## config.mk

```make
export PLATFORM = sky130hd
export DESIGN_NAME = alm_unit
export DESIGN_NICKNAME = d
export VERILOG_FILES = /design/src/hw/alm_pkg.sv /design/src/hw/alm_unit.sv
export SDC_FILE = /design/constraint.sdc
export NUM_CORES = 1
export LEC_CHECK = 0
export ABC_CLOCK_PERIOD_IN_PS = 5800
export BUFFER_PORTS_ARGS = -buffer_cell sky130_fd_sc_hd__buf_2
export CORE_MARGIN = 2
export CORE_UTILIZATION = 40
export CTS_BUF_LIST = sky130_fd_sc_hd__clkbuf_4 sky130_fd_sc_hd__clkbuf_8
export DETAILED_ROUTE_END_ITERATION = 8
export GPL_ROUTABILITY_DRIVEN = 0
export HOLD_SLACK_MARGIN = 0.15
export PLACE_DENSITY = 0.65
export SLEW_MARGIN = 20
export SYNTH_ARGS = -nofsm -noshare
export SYNTH_HDL_FRONTEND = slang
export SYNTH_SLANG_ARGS = --single-unit
```

## constraint.sdc

```tcl
create_clock -name ref_clk -period 5.8 [get_ports ref_clk]
set_input_delay 0.58 -clock ref_clk [delete_from_list [all_inputs] [get_ports ref_clk]]
set_output_delay 0.58 -clock ref_clk [all_outputs]
set_load 0.02 [all_outputs]
```

## src/hw/alm_pkg.sv

```systemverilog
// Constants, opcode set and flag layout for the 8-bit arithmetic, logic
// and multiply datapath. Assumes one decoder issuing at most one op a cycle.
// How it works
// [RULE_01] Add with carry sums both sources plus carry into destination.
// [RULE_02] Word add adds a small constant to a register pair, written back.
// [RULE_03] Word subtract removes a small constant from a register pair.
// [RULE_04] Constant subtract takes the instruction constant from destination.
// [RULE_05] Constant subtract with carry also removes the carry flag.
// [RULE_06] Bit set forces to one every destination bit set in the mask.
// [RULE_07] Bit clear ANDs destination with all-ones minus the mask.
// [RULE_08] Test reports zero and negative of a register through flags only.
// [RULE_09] Complement replaces destination with all-ones minus its value.
// [RULE_10] Integer multiplies put the 16-bit product into R1 high, R0 low.
// [RULE_11] Fractional multiplies shift the product left one place first.
// [RULE_12] Mixed fractional multiply treats one operand signed, one unsigned.
// [RULE_13] Result and flags are written in the same op, seen by the next.
package alm_pkg;

    localparam int ALM_DW = 8;
    localparam int ALM_WW = 16;
    localparam int ALM_KW = 6;
    localparam int ALM_RW = 5;
    localparam int ALM_OPW = 5;
    localparam int ALM_FW = 6;
    localparam int ALM_NIB = 4;
    localparam int ALM_MSB = 7;
    localparam int ALM_WMSB = 15;

    localparam int FLG_C = 0;
    localparam int FLG_Z = 1;
    localparam int FLG_N = 2;
    localparam int FLG_V = 3;
    localparam int FLG_S = 4;
    localparam int FLG_H = 5;

    localparam logic [ALM_FW-1:0] ALM_FLAGS_RST = 6'h00;
    localparam logic [ALM_DW-1:0] ALM_ALL_ONES = 8'hFF;
    localparam logic [ALM_RW-1:0] ALM_PROD_IDX = 5'h00;

    typedef enum logic [ALM_OPW-1:0] {
        add_op = 5'b00000,
        add_carry_op = 5'b00001,
        word_add_immediate_op = 5'b00010,
        sub_op = 5'b00011,
        sub_constant_op = 5'b00100,
        sub_carry_op = 5'b00101,
        sub_constant_carry_op = 5'b00110,
        word_sub_immediate_op = 5'b00111,
        and_op = 5'b01000,
        or_op = 5'b01001,
        bit_set_mask_op = 5'b01010,
        bit_clear_mask_op = 5'b01011,
        ones_complement_op = 5'b01100,
        zero_minus_test_op = 5'b01101,
        unsigned_product_op = 5'b01110,
        signed_product_op = 5'b01111,
        signed_unsigned_product_op = 5'b10000,
        fractional_product_op = 5'b10001,
        fractional_signed_op = 5'b10010,
        mixed_sign_fractional_op = 5'b10011
    } alm_op_e;

endpackage

```

## src/hw/alm_unit.sv

```systemverilog
// Arithmetic, logic and multiply datapath with its own status flags.
// Assumes the decoder presents operands and the op in the issue cycle and
// the register file takes the registered write one edge later.
`timescale 1ns/1ps

module alm_unit
    import alm_pkg::*;
(
    input wire logic ref_clk,
    input wire logic rst,
    input wire logic clk_en,
    input wire logic op_valid,
    input wire logic [ALM_OPW-1:0] op_code,
    input wire logic [ALM_RW-1:0] dst_idx,
    input wire logic [ALM_DW-1:0] dst_val,
    input wire logic [ALM_DW-1:0] dst_hi_val,
    input wire logic [ALM_DW-1:0] src_val,
    input wire logic [ALM_DW-1:0] imm_k,
    output logic res_valid,
    output logic wr_byte,
    output logic wr_pair,
    output logic wr_prod,
    output logic [ALM_RW-1:0] wr_idx,
    output logic [ALM_WW-1:0] wr_data,
    output logic [ALM_FW-1:0] flags
);

    wire alm_op_e op = alm_op_e'(op_code);
    wire issue = clk_en && op_valid;

    // Byte adder shared by all byte add and subtract forms; the word forms use the word unit.
    wire sub_sel = op inside {sub_op, sub_constant_op, sub_carry_op,
                              sub_constant_carry_op};
    wire use_carry = op inside {add_carry_op, sub_carry_op,
                                sub_constant_carry_op};
    wire imm_sel = op inside {sub_constant_op, sub_constant_carry_op};
    wire [ALM_DW-1:0] opnd_b = imm_sel ? imm_k : src_val;
    wire cin = use_carry && flags[FLG_C];
    wire [ALM_DW:0] a_ext = {1'b0, dst_val};
    wire [ALM_DW:0] b_ext = {1'b0, opnd_b};
    wire [ALM_DW:0] c_ext = {{ALM_DW{1'b0}}, cin};
    wire [ALM_NIB:0] an_ext = {1'b0, dst_val[ALM_NIB-1:0]};
    wire [ALM_NIB:0] bn_ext = {1'b0, opnd_b[ALM_NIB-1:0]};
    wire [ALM_NIB:0] cn_ext = {{ALM_NIB{1'b0}}, cin};
    wire [ALM_DW:0] byte_sum = sub_sel ? a_ext - b_ext - c_ext
                                       : a_ext + b_ext + c_ext;
    wire [ALM_NIB:0] nib_sum = sub_sel ? an_ext - bn_ext - cn_ext
                                       : an_ext + bn_ext + cn_ext;
    wire [ALM_DW-1:0] byte_res = byte_sum[ALM_DW-1:0];
    wire byte_ovf = (sub_sel ^ (dst_val[ALM_MSB] == opnd_b[ALM_MSB]))
                    && (byte_res[ALM_MSB] != dst_val[ALM_MSB]);
    wire byte_zero = (byte_res == '0);
    // A chained subtract can only keep zero if the lower byte was zero too.
    wire sub_chain = sub_sel && use_carry;
    wire byte_z = sub_chain ? (byte_zero && flags[FLG_Z]) : byte_zero;

    // Word unit on a register pair; the constant is zero extended.
    wire word_sub = (op == word_sub_immediate_op);
    wire [ALM_WW-1:0] pair_val = {dst_hi_val, dst_val};
    wire [ALM_WW-1:0] k_word = {{(ALM_WW-ALM_KW){1'b0}}, imm_k[ALM_KW-1:0]};
    wire [ALM_WW:0] pw_ext = {1'b0, pair_val};
    wire [ALM_WW:0] kw_ext = {1'b0, k_word};
    wire [ALM_WW:0] word_sum = word_sub ? pw_ext - kw_ext : pw_ext + kw_ext;
    wire [ALM_WW-1:0] word_res = word_sum[ALM_WW-1:0];
    wire word_ovf = (pair_val[ALM_WMSB] == word_sub)
                    && (word_res[ALM_WMSB] != pair_val[ALM_WMSB]);

    // Multiplier: nine-bit signed operands cover every sign mix at once.
    wire a_signed = op inside {signed_product_op, signed_unsigned_product_op,
                               fractional_signed_op,
                               mixed_sign_fractional_op};
    wire b_signed = op inside {signed_product_op, fractional_signed_op};
    wire frac = op inside {fractional_product_op, fractional_signed_op,
                           mixed_sign_fractional_op};
    wire signed [ALM_DW:0] mul_a = {a_signed & dst_val[ALM_MSB], dst_val};
    wire signed [ALM_DW:0] mul_b = {b_signed & src_val[ALM_MSB], src_val};
    wire signed [2*ALM_DW+1:0] mul_full = mul_a * mul_b; // [RULE_12]
    wire [ALM_WW-1:0] prod = mul_full[ALM_WW-1:0];
    wire [ALM_WW-1:0] prod_out = frac ? {prod[ALM_WW-2:0], 1'b0} // [RULE_11]
                                      : prod;

    // Logic results.
    wire [ALM_DW-1:0] set_res = dst_val | imm_k;
    wire [ALM_DW-1:0] clr_res = dst_val & (ALM_ALL_ONES - imm_k);
    wire [ALM_DW-1:0] com_res = ALM_ALL_ONES - dst_val;

    logic [ALM_DW-1:0] lres;
    logic [ALM_WW-1:0] next_data;
    logic [ALM_FW-1:0] next_flags;
    logic next_byte;
    logic next_pair;
    logic next_prod;
    logic op_legal;

    always_comb begin
        lres = '0;
        next_data = wr_data;
        next_flags = flags;
        next_byte = 1'b0;
        next_pair = 1'b0;
        next_prod = 1'b0;
        op_legal = 1'b1;
        unique case (op)
            add_op, add_carry_op, sub_op, sub_constant_op, sub_carry_op,
            sub_constant_carry_op: begin
                // [RULE_01] [RULE_04] [RULE_05]
                next_data = {{ALM_DW{1'b0}}, byte_res};
                next_byte = 1'b1;
                next_flags[FLG_C] = byte_sum[ALM_DW];
                next_flags[FLG_H] = nib_sum[ALM_NIB];
                next_flags[FLG_V] = byte_ovf;
                next_flags[FLG_N] = byte_res[ALM_MSB];
                next_flags[FLG_Z] = byte_z;
                next_flags[FLG_S] = byte_res[ALM_MSB] ^ byte_ovf;
            end
            word_add_immediate_op, word_sub_immediate_op: begin
                // [RULE_02] [RULE_03]
                next_data = word_res;
                next_pair = 1'b1;
                next_flags[FLG_C] = word_sum[ALM_WW];
                next_flags[FLG_V] = word_ovf;
                next_flags[FLG_N] = word_res[ALM_WMSB];
                next_flags[FLG_Z] = (word_res == '0);
                next_flags[FLG_S] = word_res[ALM_WMSB] ^ word_ovf;
            end
            and_op, or_op, bit_set_mask_op, bit_clear_mask_op,
            ones_complement_op, zero_minus_test_op: begin
                if (op == and_op) begin
                    lres = dst_val & src_val;
                end else if (op == or_op) begin
                    lres = dst_val | src_val;
                end else if (op == bit_set_mask_op) begin
                    lres = set_res; // [RULE_06]
                end else if (op == bit_clear_mask_op) begin
                    lres = clr_res; // [RULE_07]
                end else if (op == ones_complement_op) begin
                    lres = com_res; // [RULE_09]
                end else begin
                    lres = dst_val; // [RULE_08]
                end
                next_data = {{ALM_DW{1'b0}}, lres};
                // The test op only reports; the register is left alone.
                next_byte = (op != zero_minus_test_op); // [RULE_08]
                next_flags[FLG_V] = 1'b0;
                next_flags[FLG_N] = lres[ALM_MSB];
                next_flags[FLG_Z] = (lres == '0);
                next_flags[FLG_S] = lres[ALM_MSB];
                if (op == ones_complement_op) begin
                    next_flags[FLG_C] = 1'b1;
                end
            end
            unsigned_product_op, signed_product_op,
            signed_unsigned_product_op, fractional_product_op,
            fractional_signed_op, mixed_sign_fractional_op: begin
                next_data = prod_out; // [RULE_10]
                next_prod = 1'b1;
                // Carry is the product sign bit before the fractional shift.
                next_flags[FLG_C] = prod[ALM_WMSB];
                next_flags[FLG_Z] = (prod_out == '0);
            end
            default: begin
                op_legal = 1'b0;
            end
        endcase
    end

    wire take = op_valid && op_legal;
    wire [ALM_RW-1:0] next_idx = next_prod ? ALM_PROD_IDX : dst_idx;

    always_ff @(posedge ref_clk) begin
        if (rst) begin
            res_valid <= 1'b0;
            wr_byte <= 1'b0;
            wr_pair <= 1'b0;
            wr_prod <= 1'b0;
            wr_idx <= '0;
            wr_data <= '0;
            flags <= ALM_FLAGS_RST;
        end else if (clk_en) begin
            res_valid <= take; // [RULE_13]
            wr_byte <= take && next_byte;
            wr_pair <= take && next_pair;
            wr_prod <= take && next_prod; // [RULE_10]
            if (take) begin
                wr_idx <= next_idx;
                wr_data <= next_data;
                flags <= next_flags; // [RULE_13]
            end
        end
    end

    // Reference model helpers for the checks below.
    wire signed [ALM_WW-1:0] chk_sa = {{ALM_DW{dst_val[ALM_MSB]}}, dst_val};
    wire signed [ALM_WW-1:0] chk_ub = {{ALM_DW{1'b0}}, src_val};
    wire [ALM_WW-1:0] chk_mixed = (chk_sa * chk_ub) << 1;
    wire [ALM_WW-1:0] chk_uprod = {{ALM_DW{1'b0}}, dst_val}
                                  * {{ALM_DW{1'b0}}, src_val};
    // Last legal opcode; every code above it is refused.
    localparam logic [ALM_OPW-1:0] ALM_OP_LAST = mixed_sign_fractional_op;
    wire [ALM_WW-1:0] chk_pair_add = pair_val + k_word;
    wire [ALM_WW-1:0] chk_pair_sub = pair_val - k_word;
endmodule

```

==> flow_summary.yaml <==
outcome:
  run_status: "finished, violations left"
  violations: "DRC"
clocking:
  insertion_delay_ns: 0.29
  cts_max_path_buffers: 2
  clk_transition_reported_paths_ns: 0.06
  tritoncts_clock_tree: "done"
  cts_buffers: 5
  cts_num_sinks: 31
  ctsHoldBuffers: 0
  clockRootBuffer: "sky130_fd_sc_hd__clkbuf_8"
  cts_htree_levels: 2
place:
  pre_cts_ws_ns: -0.3916
  portBuffers: 76
  dp_hpwl_mm: 19.12
synthesis:
  synth_area_um2: 7417
  syn-num-nets: 1137
  synth-edff-count: 0
  synth.lib_cells_used.distinct: 90
  synthFlopType: "sky130_fd_sc_hd__dfxtp_1"
  synth_area_per_cell_um2: 7.816
  synth.yosys.seq_area_share_pct: 8.367
  async_set_reset_flop_share_out_of_synthesis_pct: 0
  synthesis_warnings: 0
  postSynthCellCount: 949
  synth_seq_cells: 31
worst_setup_path:
  worstSetupPathType: "in2reg"
  crit_required_ns: 5.95
  critical_path.max_stage_delay_ns: 0.49
  worst_path_buffer_plus_inverter_count: 5
  path_delay_family: "adder cells"
  r2r_cells: 12
  worstPathArrival_ns: 5.75
  endpoint_kind: "flip-flop"
  critPathMaxFanout: 6
  timing.critical_path.cells: "buf_2 -> or3b_4 -> o22ai_4 -> and2_4 -> nand2_2 -> fa_1 -> fa_1 -> inv_1 -> fa_1 -> fa_1 -> inv_1 -> fa_1 -> inv_2 -> ha_4 -> or2_2 -> o31a_1 -> xor2_1 -> buf_4 -> nand2_1 -> a21oi_1 -> or3_1 -> o21ai_0 -> nor2_1"
  worst_path_most_repeated_cell: "sky130_fd_sc_hd__fa_1"
  critical-path-slowest-cell: "sky130_fd_sc_hd__fa_1"
  worst_setup_sp_type: "input pin"
  cp_num_cells: 23
timing:
  slew_violations: 0
  finalWorstSetupSlack_ns: 0.2038
  final_min_period_over_clock_period_pct: 96.49
  tightestPinTransition_ns: 1.002
  max_slew_headroom_pct: 32.96
  fin_worst_skew_ns: 0.009911
  final_period_minus_worst_setup_slack_ns: 5.596
  fmax_mhz: 178.7
  number_of_setup_violations_in_the_final_report: 0
  finalHoldViolations: 0
  setup_repair_after_global_routing_missed_its_margin: "yes"
  whs_ns: 0.4472
flow_run:
  max_cap_violations: 0
global_route:
  largest_net_degree_at_the_start_of_global_routing: 36
  grtUsageTotal_pct: 23.34
  grt_antenna_before_repair: 0
  overflow: 0
  grt_pass1_vias: 6999
  grt_pass1_wl_mm: 36.88
floorplan:
  row_count: 49
  design.core.area_um2: 18090
  die_width_um: 140.2
  initial_utilization_pct: 41.01
  top_level_ports: 77
  die_height_um: 140.2
  floorplan.die_area_um2: 19650
pwr:
  seq_power_share_pct: 10.8
  p_sw_share_pct: 48.45
  switching_power_mw: 1.042
  max_vdd_drop_uv: 177.0
  clock_power_share_pct: 10.3
  combinationalPowerShare_pct: 78.9
  internal_power_mw: 1.109
  powerDensity_nw_per_um2: 250.9
  power_leakage_nw: 4.050
cells_and_area:
  diodes: 0
  core_utilization_of_the_finished_layout_pct: 47.39
  layout_overhead_on_the_synthesized_area_pct: 15.55
  register_area_um2: 620.6
  post_route_cells_drive_above_1_share_pct: 20.35
  nets: 1229
  fill_cells: 1791
  multi_input_area_um2: 6228
routing:
  post_detailed_route_via_to_cell_ratio: 5.799
  drcViolationCount: 9
  final_wirelength_mm: 23.17
  vias: 7371
  post_drt_wl_per_cell_um: 18.23
  drt_first_iter_violations: 772
  postRouteAntennaNets: 0
  drt_first_pass_iters: 8
worst_hold_path:
  worst_hold_path_type: "reg2reg"
  hold-path-cell-count: 2
-- worst paths after layout --
path | to | start | slack, ns
setup / recovery | wr_data[9] | op_code[3] | 0.20
setup reg to reg | wr_data[7] | flags[0] | 2.01
hold reg to reg | wr_idx[2] | wr_idx[2] | 0.45
hold / removal | wr_idx[2] | wr_idx[2] | 0.45
-- flip-flops by register name, indices dropped and copies added (netlist names) --
| name | count |
|---|---|
| wr_pair | 1 |
| res_valid | 1 |
| wr_data | 16 |
| wr_prod | 1 |
| wr_byte | 1 |
| wr_idx | 5 |
| flags | 6 |
-- worst min-delay path: cells and delay by family (launching register included) --
family / cells / cell delay (ns)
flops: 1 / 0.31
simple gates: 1 / 0.05
compound gates: 1 / 0.05
-- metrics by stage --
step                      instance area, µm²  total power, mW  TNS (ns)  std cells
after floorplan                         7446            1.303         0        949
final                                   8571            2.151         0       1271
after global routing                    8571            2.384   -0.1212       1271
after global placement                  8310            1.785    -1.443       1261
after detailed placement                8310            1.797    -1.936       1261
after CTS                               8438            2.035         0       1269
-- power by group through the flow --
stage | combinational [mW] | sequential (mW) | clock [mW]
floorplan | 1.05 | 0.248 | 0
global placement | 1.55 | 0.236 | 0
detailed placement | 1.56 | 0.236 | 0
CTS | 1.58 | 0.231 | 0.225
global route | 1.92 | 0.233 | 0.235
finish | 1.70 | 0.232 | 0.222
-- layout make-up --
class                      count  share of cell area, %
multi-input combinational    738                  72.67
timing repair buffer         135                  9.650
sequential                    31                  7.241
inverter                     130                  5.723
tap                          229                  3.343
clock buffer                   6                 0.9635
clock inverter                 2                 0.4088
-- per-layer routing --
metal,wire (µm),GRT usage [%]
met2,9844,35.63
met3,2101,4.103
met5,0,0
met1,10310,33.28
met4,910,8.134
-- logic make-up after synthesis --
| group | share of synthesized area [%] |
|---|---|
| fa+ha+maj | 30.97 |
| xor+xnor | 4.302 |
| buf+inv | 9.598 |
| flops | 8.367 |
| mux | 2.497 |
| compound gates | 22.20 |
| simple gates | 22.07 |
-- cell usage after synthesis, drive strengths merged, types with 4 or more instances --
master / number / share of area (%)
a2111oi: 10 / 1.3
a211o: 4 / 0.47
a211oi: 15 / 1.5
a21o: 8 / 0.83
a21oi: 45 / 3.0
a221oi: 4 / 0.47
a22oi: 6 / 0.61
a311oi: 6 / 0.88
a31oi: 5 / 0.42
and2: 39 / 3.3
and3: 11 / 0.93
and3b: 4 / 0.49
buf: 12 / 0.98
clkbuf: 37 / 1.9
dfxtp: 31 / 8.4
fa: 68 / 18
ha: 74 / 12
inv: 130 / 6.6
mux2: 9 / 1.4
mux2i: 8 / 1.1
nand2: 78 / 4.0
nand2b: 7 / 0.59
nand3: 18 / 1.2
nand3b: 4 / 0.57
nand4: 8 / 0.67
nor2: 66 / 3.3
nor2b: 16 / 1.3
nor3: 26 / 1.8
o2111ai: 10 / 1.2
o211ai: 8 / 0.81
o21a: 8 / 0.81
o21ai: 48 / 3.3
o221ai: 6 / 0.71
o31a: 6 / 0.73
o31ai: 8 / 0.88
or2: 9 / 0.79
or3: 10 / 0.88
or4: 5 / 0.51
xnor2: 22 / 2.7
xor2: 11 / 1.3
-- timing repair --
action / 4_1_cts / 5_1_grt
setup endpoints to repair: 4 / 7
buffers inserted: 0 / 2
resized for setup: 3 / 31
pin swaps: 1 / 16
gates cloned: 0 / 0
hold endpoints to repair: 0 / 0
-- placed cells by master, fill, tap and decap left out, types with 5 or more instances in the layout --
master                      netlist  final
sky130_fd_sc_hd__xnor2_1         21     20
sky130_fd_sc_hd__buf_4            0     58
sky130_fd_sc_hd__fa_1            68     68
sky130_fd_sc_hd__o31a_1           5      5
sky130_fd_sc_hd__dfxtp_1         31     31
sky130_fd_sc_hd__a2111oi_0        9      8
sky130_fd_sc_hd__o21ai_0         45     42
sky130_fd_sc_hd__or3_1            8      8
sky130_fd_sc_hd__clkbuf_8         0      6
sky130_fd_sc_hd__xor2_1          11     11
sky130_fd_sc_hd__buf_2           10     76
sky130_fd_sc_hd__o211ai_1         8      8
sky130_fd_sc_hd__ha_1            74     70
sky130_fd_sc_hd__inv_1          130    125
sky130_fd_sc_hd__o221ai_1         6      6
sky130_fd_sc_hd__mux2_2           8      8
sky130_fd_sc_hd__a21o_1           7      7
sky130_fd_sc_hd__nor3_1          26     24
sky130_fd_sc_hd__or4_1            5      5
sky130_fd_sc_hd__nand2_1         77     75
sky130_fd_sc_hd__nor2_1          66     64
sky130_fd_sc_hd__a21oi_1         45     45
sky130_fd_sc_hd__nor2b_1         16     16
sky130_fd_sc_hd__and3_1          11     10
sky130_fd_sc_hd__a22oi_1          6      6
sky130_fd_sc_hd__nand4_1          8      8
sky130_fd_sc_hd__or2_2            8      7
sky130_fd_sc_hd__o2111ai_1       10      9
sky130_fd_sc_hd__and2_1          39     38
sky130_fd_sc_hd__a211oi_1        15     14
sky130_fd_sc_hd__nand2b_1         7      7
sky130_fd_sc_hd__nand3_1         18     17
sky130_fd_sc_hd__o21a_1           8      8
sky130_fd_sc_hd__mux2i_1          8      8
sky130_fd_sc_hd__o31ai_1          7      7
Power figures use the tool's default switching activity.
